<file path="config.mk">
export PLATFORM = sky130hd
export DESIGN_NAME = iam_monitor
export DESIGN_NICKNAME = d
export VERILOG_FILES = /design/src/pkg/iam_pkg.sv /design/src/core/iam_drive_check.sv /design/src/core/iam_monitor.sv
export SDC_FILE = /design/constraint.sdc
export NUM_CORES = 1
export LEC_CHECK = 0
export ABC_AREA = 1
export BUFFER_PORTS_ARGS = -buffer_cell sky130_fd_sc_hd__clkbuf_2
export CAP_MARGIN = 20
export CORE_MARGIN = 10
export CORE_UTILIZATION = 61
export DETAILED_ROUTE_END_ITERATION = 10
export PLACE_DENSITY = 0.8
export REMOVE_ABC_BUFFERS = 1
export SLEW_MARGIN = 25
export SYNTH_ARGS = -nofsm -noshare
export SYNTH_HDL_FRONTEND = slang
export SYNTH_SLANG_ARGS = --single-unit
</file>
<file path="constraint.sdc">
create_clock -name clk -period 11.6 [get_ports clk]
set_input_delay 1.16 -clock clk [delete_from_list [all_inputs] [get_ports clk]]
set_output_delay 1.16 -clock clk [all_outputs]
set_load 0.02 [all_outputs]
</file>
<file path="src/pkg/iam_pkg.sv">
// Constants, register map and field layout of the instrument alert monitor
package iam_pkg;
    localparam int          ALERT_N       = 20;
    localparam int          REC_DEPTH     = 20;
    localparam logic [4:0]  REC_DEPTH_V   = 5'h14;
    localparam int          CLK_HZ        = 40_000_000;
    localparam int          DRV_TIME_S    = 20;
    localparam logic [31:0] DRV_CYC       = 32'(DRV_TIME_S * CLK_HZ);
    localparam logic [7:0]  CMD_ADD_STAT  = 8'h30;
    localparam logic [9:0]  PCT_10        = 10'h064;
    localparam logic [9:0]  PCT_90        = 10'h384;
    localparam logic [9:0]  PCT_3         = 10'h01e;
    localparam logic [9:0]  PCT_97        = 10'h3ca;
    // Byte offsets of the Wishbone register words
    localparam logic [7:0]  REG_ENABLE    = 8'h00;
    localparam logic [7:0]  REG_ACTIVE    = 8'h04;
    localparam logic [7:0]  REG_REC_CTRL  = 8'h08;
    localparam logic [7:0]  REG_REC_STAT  = 8'h0c;
    localparam logic [7:0]  REG_CYC_CNT   = 8'h10;
    localparam logic [7:0]  REG_CYC_PT    = 8'h14;
    localparam logic [7:0]  REG_DBAND     = 8'h18;
    localparam logic [7:0]  REG_PDEV      = 8'h1c;
    localparam logic [7:0]  REG_CFG       = 8'h20;
    localparam logic [7:0]  REG_REC_BASE  = 8'h40;
    localparam logic [31:0] ENABLE_RST    = 32'h0000_0000;
    localparam logic [31:0] CYC_PT_RST    = 32'h0000_ffff;
    localparam logic [31:0] DBAND_RST     = 32'h0000_0064;
    localparam logic [31:0] PDEV_RST      = 32'h0000_0032;
    // Alert bit positions
    localparam int A_FLASH   = 0;
    localparam int A_DRVCUR  = 1;
    localparam int A_CNVM    = 2;
    localparam int A_SENSOR  = 3;
    localparam int A_LOOP    = 4;
    localparam int A_REC_NE  = 5;
    localparam int A_CAL     = 6;
    localparam int A_DIAG    = 7;
    localparam int A_AUTOCAL = 8;
    localparam int A_CYCHI   = 9;
    localparam int A_TIME    = 10;
    localparam int A_REC_FUL = 11;
    localparam int A_DDATA   = 12;
    localparam int A_PDEV    = 13;
    localparam int A_SATHI   = 14;
    localparam int A_SATLO   = 15;
    localparam int A_DRVSIG  = 16;
    localparam logic [19:0] HW_FIXED  = 20'h0_001f;
endpackage : iam_pkg
</file>
<file path="src/core/iam_drive_check.sv">
// Drive signal versus travel consistency timer
`timescale 1ns/1ps
module iam_drive_check
    import iam_pkg::*;
(
    input  wire logic       clk,
    input  wire logic       rst_n,
    input  wire logic [9:0] drive,
    input  wire logic [9:0] travel,
    input  wire logic       open_unpowered,
    input  wire logic       enable,
    output logic            alert_q
);
    logic        mismatch;
    logic [31:0] cnt_q;

    always_comb begin
        if (open_unpowered) begin
            mismatch = (drive < PCT_10 && travel < PCT_97) ||
                       (drive > PCT_90 && travel > PCT_3);
        end else begin
            mismatch = (drive < PCT_10 && travel > PCT_3) ||
                       (drive > PCT_90 && travel < PCT_97);
        end
    end

    // Any break in the mismatch restarts the 20 s window
    always_ff @(posedge clk or negedge rst_n) begin
        if (!rst_n) begin
            cnt_q   <= 32'h0000_0000;
            alert_q <= 1'b0;
        end else if (!enable || !mismatch) begin
            cnt_q   <= 32'h0000_0000;
            alert_q <= 1'b0;
        end else if (cnt_q > DRV_CYC) begin
            alert_q <= 1'b1;
        end else begin
            cnt_q   <= cnt_q + 32'h0000_0001;
        end
    end
endmodule : iam_drive_check

</file>
<file path="src/core/iam_monitor.sv">
// Instrument alert monitor: alert evaluation, alert record and status reply
`timescale 1ns/1ps
module iam_monitor
    import iam_pkg::*;
(
    input  wire logic        clk,
    input  wire logic        resetn,
    input  wire logic        wb_cyc_i,
    input  wire logic        wb_stb_i,
    input  wire logic        wb_we_i,
    input  wire logic [7:0]  wb_adr_i,
    input  wire logic [3:0]  wb_sel_i,
    input  wire logic [31:0] wb_dat_i,
    output logic      [31:0] wb_dat_o,
    output logic             wb_ack_o,
    input  wire logic        flash_fault,
    input  wire logic        drive_cur_fault,
    input  wire logic        nonvolatile_store_fault,
    input  wire logic        sensor_invalid,
    input  wire logic        loop_cur_gross,
    input  wire logic        autocal_run,
    input  wire logic        cal_run,
    input  wire logic        diag_run,
    input  wire logic        diag_data_held,
    input  wire logic        integ_at_high,
    input  wire logic        integ_at_low,
    input  wire logic        pressure_mode,
    input  wire logic [9:0]  pressure_meas,
    input  wire logic [9:0]  pressure_setp,
    input  wire logic [9:0]  drive_sig,
    input  wire logic [9:0]  travel,
    input  wire logic        power_was_lost,
    input  wire logic        clock_set,
    input  wire logic        cmd_valid,
    input  wire logic [7:0]  cmd_num,
    output logic             rsp_valid_q,
    output logic [19:0]      rsp_status_q,
    output logic [19:0]      active_q
);
    import iam_pkg::*;

    logic        rst_s1_q, rst_n;
    logic [19:0] in_raw, in_s1_q, in_s2_q;
    logic [19:0] cond;
    logic [31:0] enable_q;
    logic [19:0] en_eff;
    logic [2:0]  latch_q;
    logic [19:0] prev_q;
    logic [19:0] rise;
    logic [19:0] rec_mem [REC_DEPTH];
    logic [4:0]  rec_cnt_q;
    logic        rec_full_q, rec_ne_q;
    logic        time_approx_q;
    logic [31:0] cyc_cnt_q, cyc_pt_q, dband_q, pdev_q;
    logic        open_unpowered_q;
    logic [9:0]  ref_q, ext_q;
    logic        dir_up_q;
    logic        drv_alert;
    logic        wb_req, wb_wr, clr_req;
    logic [9:0]  pdiff;
    logic [7:0]  rec_off;

    // Reset release
    always_ff @(posedge clk or negedge resetn) begin
        if (!resetn) begin
            rst_s1_q <= 1'b0;
            rst_n    <= 1'b0;
        end else begin
            rst_s1_q <= 1'b1;
            rst_n    <= rst_s1_q;
        end
    end

    // Status pins come from other logic; two flops each
    assign in_raw = {integ_at_low, integ_at_high, diag_data_held, diag_run, cal_run,
                     autocal_run, loop_cur_gross, sensor_invalid, nonvolatile_store_fault,
                     drive_cur_fault, flash_fault, pressure_mode, power_was_lost,
                     clock_set, 6'h00};
    always_ff @(posedge clk or negedge rst_n) begin
        if (!rst_n) begin
            in_s1_q <= 20'h0_0000;
            in_s2_q <= 20'h0_0000;
        end else begin
            in_s1_q <= in_raw;
            in_s2_q <= in_s1_q;
        end
    end

    assign wb_req  = wb_cyc_i && wb_stb_i && !wb_ack_o;
    assign wb_wr   = wb_req && wb_we_i && (&wb_sel_i);
    assign clr_req = wb_wr && wb_adr_i == REG_REC_CTRL && wb_dat_i[0];

    assign en_eff = enable_q[19:0] | HW_FIXED;

    // Flash, store and gross loop current faults stick until restart; restart re-samples the fault
    always_ff @(posedge clk or negedge rst_n) begin
        if (!rst_n) begin
            latch_q <= 3'h0;
        end else begin
            if (in_s2_q[19-10]) latch_q[0] <= 1'b1;
            if (in_s2_q[19-8])  latch_q[1] <= 1'b1;
            if (in_s2_q[19-6])  latch_q[2] <= 1'b1;
        end
    end

    // Clock validity flag
    always_ff @(posedge clk or negedge rst_n) begin
        if (!rst_n) begin
            time_approx_q <= 1'b0;
        end else if (in_s2_q[7]) begin
            time_approx_q <= 1'b1;
        end else if (in_s2_q[6]) begin
            time_approx_q <= 1'b0;
        end
    end

    assign pdiff = (pressure_meas > pressure_setp) ? pressure_meas - pressure_setp
                                                   : pressure_setp - pressure_meas;

    // Record window offset, so entry 0 sits at the window base
    assign rec_off = wb_adr_i - REG_REC_BASE;

    always_comb begin
        cond            = 20'h0_0000;
        cond[A_FLASH]   = latch_q[0];
        cond[A_DRVCUR]  = in_s2_q[19-9];
        cond[A_CNVM]    = latch_q[1];
        cond[A_SENSOR]  = in_s2_q[19-7];
        cond[A_LOOP]    = latch_q[2];
        cond[A_REC_NE]  = rec_ne_q;
        cond[A_CAL]     = in_s2_q[19-4];
        cond[A_DIAG]    = in_s2_q[19-3];
        cond[A_AUTOCAL] = in_s2_q[19-5];
        cond[A_CYCHI]   = cyc_cnt_q > cyc_pt_q;
        cond[A_TIME]    = time_approx_q;
        cond[A_REC_FUL] = rec_full_q;
        cond[A_DDATA]   = in_s2_q[19-2];
        cond[A_PDEV]    = in_s2_q[8] && ({22'h0, pdiff} > pdev_q);
        cond[A_SATHI]   = in_s2_q[19-1];
        cond[A_SATLO]   = in_s2_q[19];
        cond[A_DRVSIG]  = drv_alert;
    end

    iam_drive_check u_drive (
        .clk            (clk),
        .rst_n          (rst_n),
        .drive          (drive_sig),
        .travel         (travel),
        .open_unpowered (open_unpowered_q),
        .enable         (en_eff[A_DRVSIG]),
        .alert_q        (drv_alert)
    );

    // Active alert set, gated by enables
    always_ff @(posedge clk or negedge rst_n) begin
        if (!rst_n) begin
            active_q <= 20'h0_0000;
            prev_q   <= 20'h0_0000;
        end else begin
            active_q <= cond & en_eff;
            prev_q   <= active_q;
        end
    end

    // Record-state alerts are not logged themselves to avoid self-triggering
    assign rise = active_q & ~prev_q &
                  ~(20'h0_0001 << A_REC_NE) & ~(20'h0_0001 << A_REC_FUL);

    // Alert record: one entry per cycle in which any alert other than the record-state alerts rises, until the record is full
    always_ff @(posedge clk or negedge rst_n) begin
        if (!rst_n) begin
            rec_cnt_q  <= 5'h00;
            rec_full_q <= 1'b0;
            rec_ne_q   <= 1'b0;
        end else if (clr_req) begin
            rec_cnt_q  <= 5'h00;
            rec_full_q <= 1'b0;
            rec_ne_q   <= 1'b0;
        end else if (rise != 20'h0_0000 && rec_cnt_q < REC_DEPTH_V) begin
            rec_cnt_q  <= rec_cnt_q + 5'h01;
            rec_ne_q   <= 1'b1;
            rec_full_q <= (rec_cnt_q + 5'h01) == REC_DEPTH_V;
        end
    end

    // Simultaneous rises share one entry holding all bits that rose
    always_ff @(posedge clk) begin
        if (rise != 20'h0_0000 && rec_cnt_q < REC_DEPTH_V && !clr_req) begin
            rec_mem[rec_cnt_q] <= rise;
        end
    end

    // Cycle counter with deadband around the travel reference
    always_ff @(posedge clk or negedge rst_n) begin
        if (!rst_n) begin
            cyc_cnt_q <= 32'h0000_0000;
            ref_q     <= 10'h000;
            ext_q     <= 10'h000;
            dir_up_q  <= 1'b1;
        end else if (wb_wr && wb_adr_i == REG_CYC_CNT) begin
            cyc_cnt_q <= wb_dat_i;
        end else if (dir_up_q) begin
            if (travel > ext_q) begin
                ext_q <= travel;
            end else if ({22'h0, ext_q - travel} > dband_q &&
                         {22'h0, ext_q - ref_q} > dband_q) begin
                cyc_cnt_q <= cyc_cnt_q + 32'h0000_0001;
                ref_q     <= ext_q;
                ext_q     <= travel;
                dir_up_q  <= 1'b0;
            end
        end else begin
            if (travel < ext_q) begin
                ext_q <= travel;
            end else if ({22'h0, travel - ext_q} > dband_q &&
                         {22'h0, ref_q - ext_q} > dband_q) begin
                cyc_cnt_q <= cyc_cnt_q + 32'h0000_0001;
                ref_q     <= ext_q;
                ext_q     <= travel;
                dir_up_q  <= 1'b1;
            end
        end
    end

    // Configuration registers
    always_ff @(posedge clk or negedge rst_n) begin
        if (!rst_n) begin
            enable_q         <= ENABLE_RST;
            cyc_pt_q         <= CYC_PT_RST;
            dband_q          <= DBAND_RST;
            pdev_q           <= PDEV_RST;
            open_unpowered_q <= 1'b0;
        end else if (wb_wr) begin
            case (wb_adr_i)
                REG_ENABLE: enable_q         <= wb_dat_i;
                REG_CYC_PT: cyc_pt_q         <= wb_dat_i;
                REG_DBAND:  dband_q          <= wb_dat_i;
                REG_PDEV:   pdev_q           <= wb_dat_i;
                REG_CFG:    open_unpowered_q <= wb_dat_i[0];
                default:    ;
            endcase
        end
    end

    // Wishbone slave: ack one cycle after the strobe, unmapped reads zero
    always_ff @(posedge clk or negedge rst_n) begin
        if (!rst_n) begin
            wb_ack_o <= 1'b0;
            wb_dat_o <= 32'h0000_0000;
        end else begin
            wb_ack_o <= wb_req;
            wb_dat_o <= 32'h0000_0000;
            if (wb_req && !wb_we_i) begin
                case (wb_adr_i)
                    REG_ENABLE:   wb_dat_o <= {12'h000, en_eff};
                    REG_ACTIVE:   wb_dat_o <= {12'h000, active_q};
                    REG_REC_STAT: wb_dat_o <= {25'h0, rec_cnt_q, rec_full_q, rec_ne_q};
                    REG_CYC_CNT:  wb_dat_o <= cyc_cnt_q;
                    REG_CYC_PT:   wb_dat_o <= cyc_pt_q;
                    REG_DBAND:    wb_dat_o <= dband_q;
                    REG_PDEV:     wb_dat_o <= pdev_q;
                    REG_CFG:      wb_dat_o <= {31'h0, open_unpowered_q};
                    default: begin
                        if (wb_adr_i >= REG_REC_BASE &&
                            wb_adr_i < REG_REC_BASE + 8'(REC_DEPTH * 4) &&
                            rec_off[6:2] < rec_cnt_q) begin
                            wb_dat_o <= {12'h000, rec_mem[rec_off[6:2]]};
                        end
                    end
                endcase
            end
        end
    end

    // Additional status reply to the host command
    always_ff @(posedge clk or negedge rst_n) begin
        if (!rst_n) begin
            rsp_valid_q  <= 1'b0;
            rsp_status_q <= 20'h0_0000;
        end else begin
            rsp_valid_q <= cmd_valid && cmd_num == CMD_ADD_STAT;
            if (cmd_valid && cmd_num == CMD_ADD_STAT) begin
                rsp_status_q <= active_q;
            end
        end
    end
endmodule : iam_monitor

</file>
Word level (Yosys, flattened, before mapping). Memory sizes are Yosys's and may differ from the RTL's. Index checks and enable logic that the tools add are counted.

Memories kept: 1. Output and inout bits: 74. Register bits: 338. Input bits: 112. Logic and storage cells: 164. Memory bits (writable): 360.

Bitwise operators: 4. $add $sub $neg: 10. Reduce and logical (&&, ||, !) cells: 45. Mux-type cells: 40. Magnitude comparators: 18. Equal/unequal tests: 18.

Memories: rec_mem (words 20, width 18, read ports 1, clocked after memory_dff 0, wr ports 1, RTL line iam_monitor.sv:50) `logic [19:0] rec_mem [REC_DEPTH];`.

Operators with widths (number): $mux W32 (9); $pmux W32 S8 (1); $gt A10 B32 Y1 (5); $mux W10 (11); $add A32 B1 Y32 const B (2); $sub A10 B10 Y10 (6); $eq A8 B5 Y1 const B (4); $gt A32 B30 Y1 const B (1); $gt A32 B32 Y1 (1); $and A17 B20 Y20 (1); $and A20 B20 Y20 (1); $gt A10 B10 Y1 (2); $logic_and A1 B1 Y1 (20); $mux W20 (1); $not A20 Y20 (1); $reduce_bool A20 Y1 (1); $eq A8 B4 Y1 const B (2); $eq A8 B6 Y1 const B (2); $mux W1 (16); $gt A10 B10 Y1 const B (1); $gt A10 B5 Y1 const B (1); $lt A10 B10 Y1 (1); $lt A10 B10 Y1 const B (1); $lt A10 B7 Y1 const B (1); 23 further kinds (43).

Longest topological paths before layout. Gate-level depths: netlist (run 1).

Depth after elaboration: 10. Gate-level depth with buffers: 24. Depth with buffers taken out: 24.

By module. Synthesis (run 1) repeated with hierarchy kept, for this count alone.

Cell total of the unflattened synthesis: 3280. Area total of the unflattened synthesis: 31053.5 µm².

By module, submodules not included: iam_monitor (area an instance 28458.5 µm², cells each 2850, times used 1, seq. area each 16269.4 µm²); iam_drive_check (area an instance 2595.0 µm², cells each 430, times used 1, seq. area each 825.8 µm²).

Worst setup path before layout (run 1). No wires, ideal clock.

Kind: input port to flip-flop. From: input port travel[2]. To: register cyc_cnt_q[20]. Setup time: 0.113 ns. Path buffers: 2. Stages on the path: 23. Setup slack: 7.653 ns. Data required time: 11.487 ns. Arrival time: 3.834 ns. Cell sequence: inv_1 > ha_1 > buf_2 > nand2_1 > o21ai_0 > nand2_1 > nand2_1 > a21oi_1 > o21ai_0 > xor2_1 > inv_1 > ha_1 > nand2_1 > nor2_1 > nand3_1 > nand2_1 > nor3_2 > nand4_4 > nand3_4 > buf_6 > nand2_1 > nand2_1 > inv_1.

Word-level cells in the longest chain between the ends: 5. Elaborated cells between the ends (all ways): 13. Classes of those cells: add/sub (2); order compare (4); eq/ne (3); reduce/logical (4).

Ends and longest elaborated chain: from (decl) (RTL line iam_monitor.sv:31) `input wire logic [9:0] travel,`; $sub A10 B10 Y10 (on tied branches) (RTL line iam_monitor.sv:205, iam_monitor.sv:215); $gt A10 B32 Y1 (on tied branches) (RTL line iam_monitor.sv:205, iam_monitor.sv:215); $logic_and A1 B1 Y1 (on tied branches) (RTL line iam_monitor.sv:205, iam_monitor.sv:215); $ne A3 B1 Y1 (no source line) / $reduce_bool A3 Y1 (equally long branches); $reduce_and A4 Y1 (no source line) *; to (signal assigned) (RTL line iam_monitor.sv:201) `cyc_cnt_q <= wb_dat_i;`; to (signal assigned) (RTL line iam_monitor.sv:207) `cyc_cnt_q <= cyc_cnt_q + 32'h0000_0001;`; to (signal assigned) (RTL line iam_monitor.sv:217) `cyc_cnt_q <= cyc_cnt_q + 32'h0000_0001;`; to (decl) (RTL line iam_monitor.sv:54) `logic [31:0] cyc_cnt_q, cyc_pt_q, dband_q, pdev_q;`.

Every way passes the cells marked *; elsewhere a longest branch is shown, timed or not. A chain may end at the register's enable or synchronous reset.

Final worst setup path (run 1).
From: input port travel[2]. To: register ref_q[2].

Word-level cells in the longest chain between the ends: 5. Elaborated cells between the ends (all ways): 13. Classes of those cells: add/sub (2); order compare (4); eq/ne (3); reduce/logical (4).

Ends and longest elaborated chain: $sub A10 B10 Y10 (on tied branches) (RTL line iam_monitor.sv:205, iam_monitor.sv:215); $gt A10 B32 Y1 (on tied branches) (RTL line iam_monitor.sv:205, iam_monitor.sv:215); $logic_and A1 B1 Y1 (on tied branches) (RTL line iam_monitor.sv:205, iam_monitor.sv:215); $ne A2 B1 Y1 (no source line) / $reduce_bool A2 Y1 (equally long branches); $reduce_and A5 Y1 (no source line) *; to (signal assigned) (RTL line iam_monitor.sv:208) `ref_q <= ext_q;`; to (signal assigned) (RTL line iam_monitor.sv:218) `ref_q <= ext_q;`; to (decl) (RTL line iam_monitor.sv:56) `logic [9:0] ref_q, ext_q;`.

Marked as above.

==> run metrics, run 1 <==
run status=finished, final reports clean; routed len/inst=22.3 µm; cell mode on critical path=nand2_1; most common cell after layout, fill and taps aside=nand2_1; WP data arrival=5120 ps; Initial Util=0.616; Cells after Synth=3245; PostCTS Resize Cnt=0; Peak supply drop=0.130 mV; Startpoint Class=input pin; CP Data Required Time=12070 ps; RSZ-0062 raised after global routing=no; Setup Viol. Count Final=0; Cells after DPL=3999; CTS H-tree lvls=3; sequential area share after synthesis=0.553; crit-path cells=clkbuf_2 > inv_1 > ha_1 > nand2_1 > o21ai_0 > nand2_1 > nand2_1 > a21oi_1 > o21ai_0 > xor2_1 > inv_1 > ha_1 > nand2_1 > nor2_1 > nand3_1 > nand2_1 > nor3_2 > nand3_1 > a21oi_1 > nand2_2 > nand2_1 > nand2_1; placement row count=82; via count=25300; period utilization=0.400; Boundary Pins=186; HPWL after DPL=63.0 mm; most frequent cells in the layout=nand2_1, inv_1, edfxtp_1; Clk Latency, worst-skew pair=620 ps; Max Cap Viol=0; first-pass GRT wire length=140 mm; Core ar.=50200 µm²; reg2reg start=ext_q[1]; fin. max-slew vios=0; synth unique cells=60; FF-to-FF End=ref_q[2]; Yosys warning total=0; Crit. End Element=register; Worst-path clk slew=60 ps; share of post-route cells with drive strength above 1=0.124; DRC=0; Starting DRT DRC Count=3533; total setup buffers inserted after CTS=0; fmax=215 MHz; Mapped Area=30900 µm²; final hold violation count=0; vias in the first global route=24500; leading register cell type out of synthesis=edfxtp_1; R2R Setup Slk=7220 ps; worst slew pin tran=1130 ps; Root Driver=clkbuf_16; PwrDens=213 nW/µm²; Global Route Usage Sum=0.301; final RePlAce weighted congestion=0.951; post-route minimum period=4640 ps; Final #Nets=3661; setup TNS=0 ps; Syn Area/Cell=9.52 µm²; Routed Wire Length=91.9 mm; ys async rst share=0.518; fin cells=4121; Buf/Inv on CP=3; Post-synth EDFFs=300; largest net degree at the start of global routing=77; chip height=245 µm; Slew HR=0.246; DRT antenna net count=0; total die area=60100 µm²; Worst Hold Class=input pin to async pin; Area growth syn-to-layout=11.9%; Lkg Pwr=15.0 nW; Slowest-stage cell, CP=a21oi_1; Post-CTS Hold Fix Bufs=0; CTS tree=built; routed vias/inst=6.14; critical path depth=22; IO Port Bufs=179; R2R cell count=21; Max Buffers Root-to-Sink=3; crit-path leading delay family=simple AND/OR/NAND/NOR gates; Yosys reg bits=622; Final Skew=36.8 ps; First-pass DRT Iterations=6; Max stage delay on crit path=710 ps; initial antenna violation count=4; Setup CP Type=input pin to register; die width=245 µm; Critical Path Fanout Max=11; cts bufs inserted=66; Sink Count=622; gr ovfl total=0
how the worst max path moves through the flow:
| stage | slack, ps | start | to |
|---|---|---|---|
| 3_5_place_dp | 6430 | travel[2] | ref_q[2] |
| 6_report | 6960 | travel[2] | ref_q[2] |
| 5_1_grt | 6590 | travel[2] | ref_q[3] |
| 4_1_cts | 7050 | travel[2] | ref_q[2] |
| 3_3_place_gp | 6550 | travel[2] | ref_q[7] |
| 2_1_floorplan | 2000 | rst_n | active_q[0] |
cells in the mapped netlist, types with 17 or more instances:
master,instances,area share
nor2_1,191,0.023
inv_1,350,0.043
dfrtp_1,299,0.24
nand3_1,107,0.017
o21ai_0,251,0.041
o221ai_1,20,0.0057
nand2_1,722,0.088
a21oi_1,131,0.021
nand3b_1,17,0.0041
buf_2,45,0.0073
clkbuf_1,56,0.0068
dfstp_2,23,0.020
nor3_1,50,0.0081
o22ai_1,166,0.034
xor2_1,61,0.017
edfxtp_1,300,0.29
nand4_1,78,0.016
ha_1,148,0.060
o21ai_1,38,0.0062
per-stage QoR:
| step | utilization | total power (W) | hold WS (ps) | instance area (µm²) | worst slack, ps |
|---|---|---|---|---|---|
| global route | 0.689 | 0.00778 | 315 | 34600 | 6590 |
| detailed placement | 0.645 | 0.00517 | 336 | 32300 | 6430 |
| finish | 0.689 | 0.00735 | 326 | 34600 | 6960 |
| floorplan | - | 0.00444 | 331 | 30300 | 2000 |
| global placement | 0.644 | 0.00507 | 333 | 32300 | 6550 |
| CTS | 0.688 | 0.00730 | 306 | 34500 | 7050 |
layout make-up:
class	instances	area (µm²)
antenna	1	2.50
clock buffer	90	1850
clock inverter	31	349
fill	3803	15600
inverter	369	1390
multi-input combinational	2129	11900
sequential	622	17100
tap	672	841
timing repair buffer	207	1110
cell families (layout without fill, tap and decap cells):
family / count (synthesis) / in the layout / synth area share
simple gates: 1229 / 1229 / 0.174
compound gates: 666 / 666 / 0.123
flops: 622 / 622 / 0.553
buf+inv: 499 / 697 / 0.0656
fa+ha+maj: 154 / 154 / 0.0638
xor+xnor: 73 / 73 / 0.0207
other cells: 2 / 8 / 0.000243
metal layers:
metal	wire length (µm)	track usage	up-vias
li1	-	-	11400
met1	36000	0.400	12100
met2	41900	0.470	1503
met3	9970	0.0667	253
met4	3970	0.128	2
met5	13	0	-
where the power goes:
part | internal (W) | switching, W | total [W] | leakage [nW]
clock network | 0.00126 | 0.000882 | 0.00214 | 1.06
logic | 0.000860 | 0.00169 | 0.00255 | 7.08
registers | 0.00249 | 0.000173 | 0.00266 | 6.81
total | 0.00461 | 0.00275 | 0.00735 | 15.0
state kept, by name, indices dropped and copies added (netlist names), 5 cells and up:
signal         flops
ref_q             10
rsp_status_q      17
in_s2_q           14
enable_q          15
rec_cnt_q          5
u_drive.cnt_q     32
rec_mem          300
active_q          17
cyc_cnt_q         32
cyc_pt_q          32
pdev_q            32
wb_dat_o          32
prev_q            15
dband_q           32
ext_q             10
in_s1_q           14
No activity file was read; power rests on OpenSTA's default activity.
==> run 2: changes to the inputs <==
--- a/config.mk
+++ b/config.mk
@@ -5,13 +5,13 @@
 export SDC_FILE = /design/constraint.sdc
 export NUM_CORES = 1
 export LEC_CHECK = 0
-export ABC_AREA = 1
+export ABC_AREA = 0
 export BUFFER_PORTS_ARGS = -buffer_cell sky130_fd_sc_hd__clkbuf_2
 export CAP_MARGIN = 20
 export CORE_MARGIN = 10
-export CORE_UTILIZATION = 61
+export CORE_UTILIZATION = 55
 export DETAILED_ROUTE_END_ITERATION = 10
-export PLACE_DENSITY = 0.8
+export PLACE_DENSITY = 0.76
 export REMOVE_ABC_BUFFERS = 1
 export SLEW_MARGIN = 25
 export SYNTH_ARGS = -nofsm -noshare
==> constraint.sdc (replaced) <==
create_clock -name clk -period 3.8 [get_ports clk]
set_input_delay 0.38 -clock clk [delete_from_list [all_inputs] [get_ports clk]]
set_output_delay 0.38 -clock clk [all_outputs]
set_load 0.02 [all_outputs]
==> run metrics, run 2 <==
most common cell after layout, fill and taps aside=edfxtp_1; first-pass GRT wire length=128 mm; synth top area cells=edfxtp_1, dfrtp_1, mux4_2, ha_1, mux2_2; Startpoint Class=register; post-route minimum period=4210 ps; Root Driver=clkbuf_16; R2R Setup Slk=-410 ps; CTS tree=built; Setup Viol. Count Final=52; DRT antenna net count=0; Yosys reg bits=622; failing checks=negative setup slack; fmax=238 MHz; Lkg Pwr=14.9 nW; met1 Use GR=0.340; Core ar.=52900 µm²; Cells after Synth=2177; Worst Setup Slack, final=-409 ps; Clk Latency, worst-skew pair=650 ps; Post-DP Area=32200 µm²; Worst-path clk slew=70 ps; Routed Wire Length=84.7 mm; routed vias/inst=6.20; gr ovfl total=0; Max Buffers Root-to-Sink=3; worst slew pin tran=927 ps; Yosys warning total=0; count leader, synth=edfxtp_1; area of the multi-input gates=11900 µm²; run status=finished with violations; ys async rst share=0.518; synth unique cells=82; fin cells=3287; die width=252 µm; share of post-route cells with drive strength above 1=0.306; DRC=0; CTS H-tree lvls=2; Global Route met2 Usage=0.438; M3 GR Usage=0.0488; Worst Hold Class=input pin to register; most frequent cells after synthesis=edfxtp_1, dfrtp_1, ha_1; Filler cells=3653; vias in the first global route=21000; WP data arrival=4760 ps; Cells after DPL=3111; leading register cell type out of synthesis=edfxtp_1; largest net degree at the start of global routing=72; PwrDens=631 nW/µm²; Final Skew=26.6 ps; Sink Count=622; max reg flops=300; most frequent cells in the layout=edfxtp_1, dfrtp_1, clkbuf_2; post-synth top area cell=edfxtp_1; final RePlAce weighted congestion=0.915; routed len/inst=25.8 µm; Starting DRT DRC Count=2020; Peak supply drop=0.492 mV; Mapped Area=29600 µm²; chip height=252 µm; setup TNS=-16900 ps; cts bufs inserted=61; Slew HR=0.377; Critical Path Fanout Max=6; Reg with most FFs=rec_mem; RSZ-0062 raised after global routing=yes; sequential area share after synthesis=0.578; Synth top area share=0.305; Syn Area/Cell=13.6 µm²; Area growth syn-to-layout=19.3%; post-layout instance area=35300 µm²; Crit. End Element=register; First-pass DRT Iterations=8; via count=20400; initial antenna violation count=4; HPWL after DPL=57.7 mm; Setup CP Type=register to register; Final #Nets=2811; register area=17100 µm²; final hold violation count=0; fin. max-slew vios=0; Initial Util=0.560; placement row count=84; CP Data Required Time=4360 ps; Max Cap Viol=0; IO Port Bufs=179; total die area=63500 µm²; Boundary Pins=186; period utilization=1.11; Global Route Usage Sum=0.263; Post-synth EDFFs=300; Most Used Layer, Global Route=met2
## run 2: final cells by class
class / instances / area share
sequential: 622 / 0.485
multi-input combinational: 1330 / 0.336
timing repair buffer: 397 / 0.0804
clock buffer: 77 / 0.0475
tap: 688 / 0.0244
inverter: 133 / 0.0141
clock inverter: 38 / 0.0124
antenna: 2 / 0.000142
## run 2: final timing paths
check,from,to,cells after the start
min,wb_dat_i[16],cyc_cnt_q[16],3
max,ext_q[0],ref_q[4],22
max reg2reg,ext_q[0],ref_q[4],22
max in group asynchronous,rst_n,dband_q[2],2
min reg2reg,rst_n,wb_dat_o[13],0
min in group asynchronous,resetn,rst_n,2
## run 2: stage by stage
stage / total power (W) / utilization / hold WS [ps] / setup WS [ps]
final: 0.0223 / 0.667 / 21.5 / -409
after global routing: 0.0232 / 0.667 / 26.6 / -578
after CTS: 0.0212 / 0.661 / 1.32 / -237
after detailed placement: 0.0142 / 0.610 / 170 / -589
after global placement: 0.0140 / 0.610 / 167 / -451
after floorplan: 0.0117 / - / 84.4 / -5800
## run 2: repair_timing
item / in CTS / in global routing
setup buffers: 16 / 13
endpoints found under the setup margin: 52 / 53
gates cloned: 0 / 3
resized for setup: 51 / 34
endpoints found under the hold margin: 30 / 0
hold buffers: 27 / 0
pin swaps: 47 / 54
## run 2: cells by family after synthesis
group	Yosys count	share of synthesized area
DFF	622	0.578
adders and majority gates	154	0.0667
AOI/OAI and AO/OA	375	0.0879
buffers and inverters	230	0.0329
and+or+nand+nor	447	0.0778
other	2	0.000254
xor gates and xnor gates	99	0.0293
muxes	248	0.127
## run 2: layer usage
metal,vias to the layer above,part of all wire
met1,10400,0.39
met2,955,0.49
li1,8848,-
met5,-,0.00051
met4,6,0.033
met3,197,0.081
## run 2: where the power goes
group | total (W) | switching (W) | internal [W] | leakage, nW
logic | 0.00851 | 0.00424 | 0.00426 | 6.91
registers | 0.00742 | 0.000194 | 0.00722 | 6.92
clock network | 0.00633 | 0.00270 | 0.00363 | 1.03
## run 2: worst max-delay path: stages, from the launching register on
cell       delay (ps)
dfrtp_1           390
inv_2             110
ha_2              180
inv_2              50
fa_2              380
a21o_1            190
a21oi_2           140
o21bai_1           70
a21oi_1           170
o21bai_1           90
a21oi_2           140
xnor2_1            90
ha_1              300
o21a_1            200
o22ai_2           110
nor4_4            260
o2111ai_4         190
nor3_4            160
buf_6             170
o22ai_4           100
nor2_4            240
clkbuf_16         200
mux2i_1           180
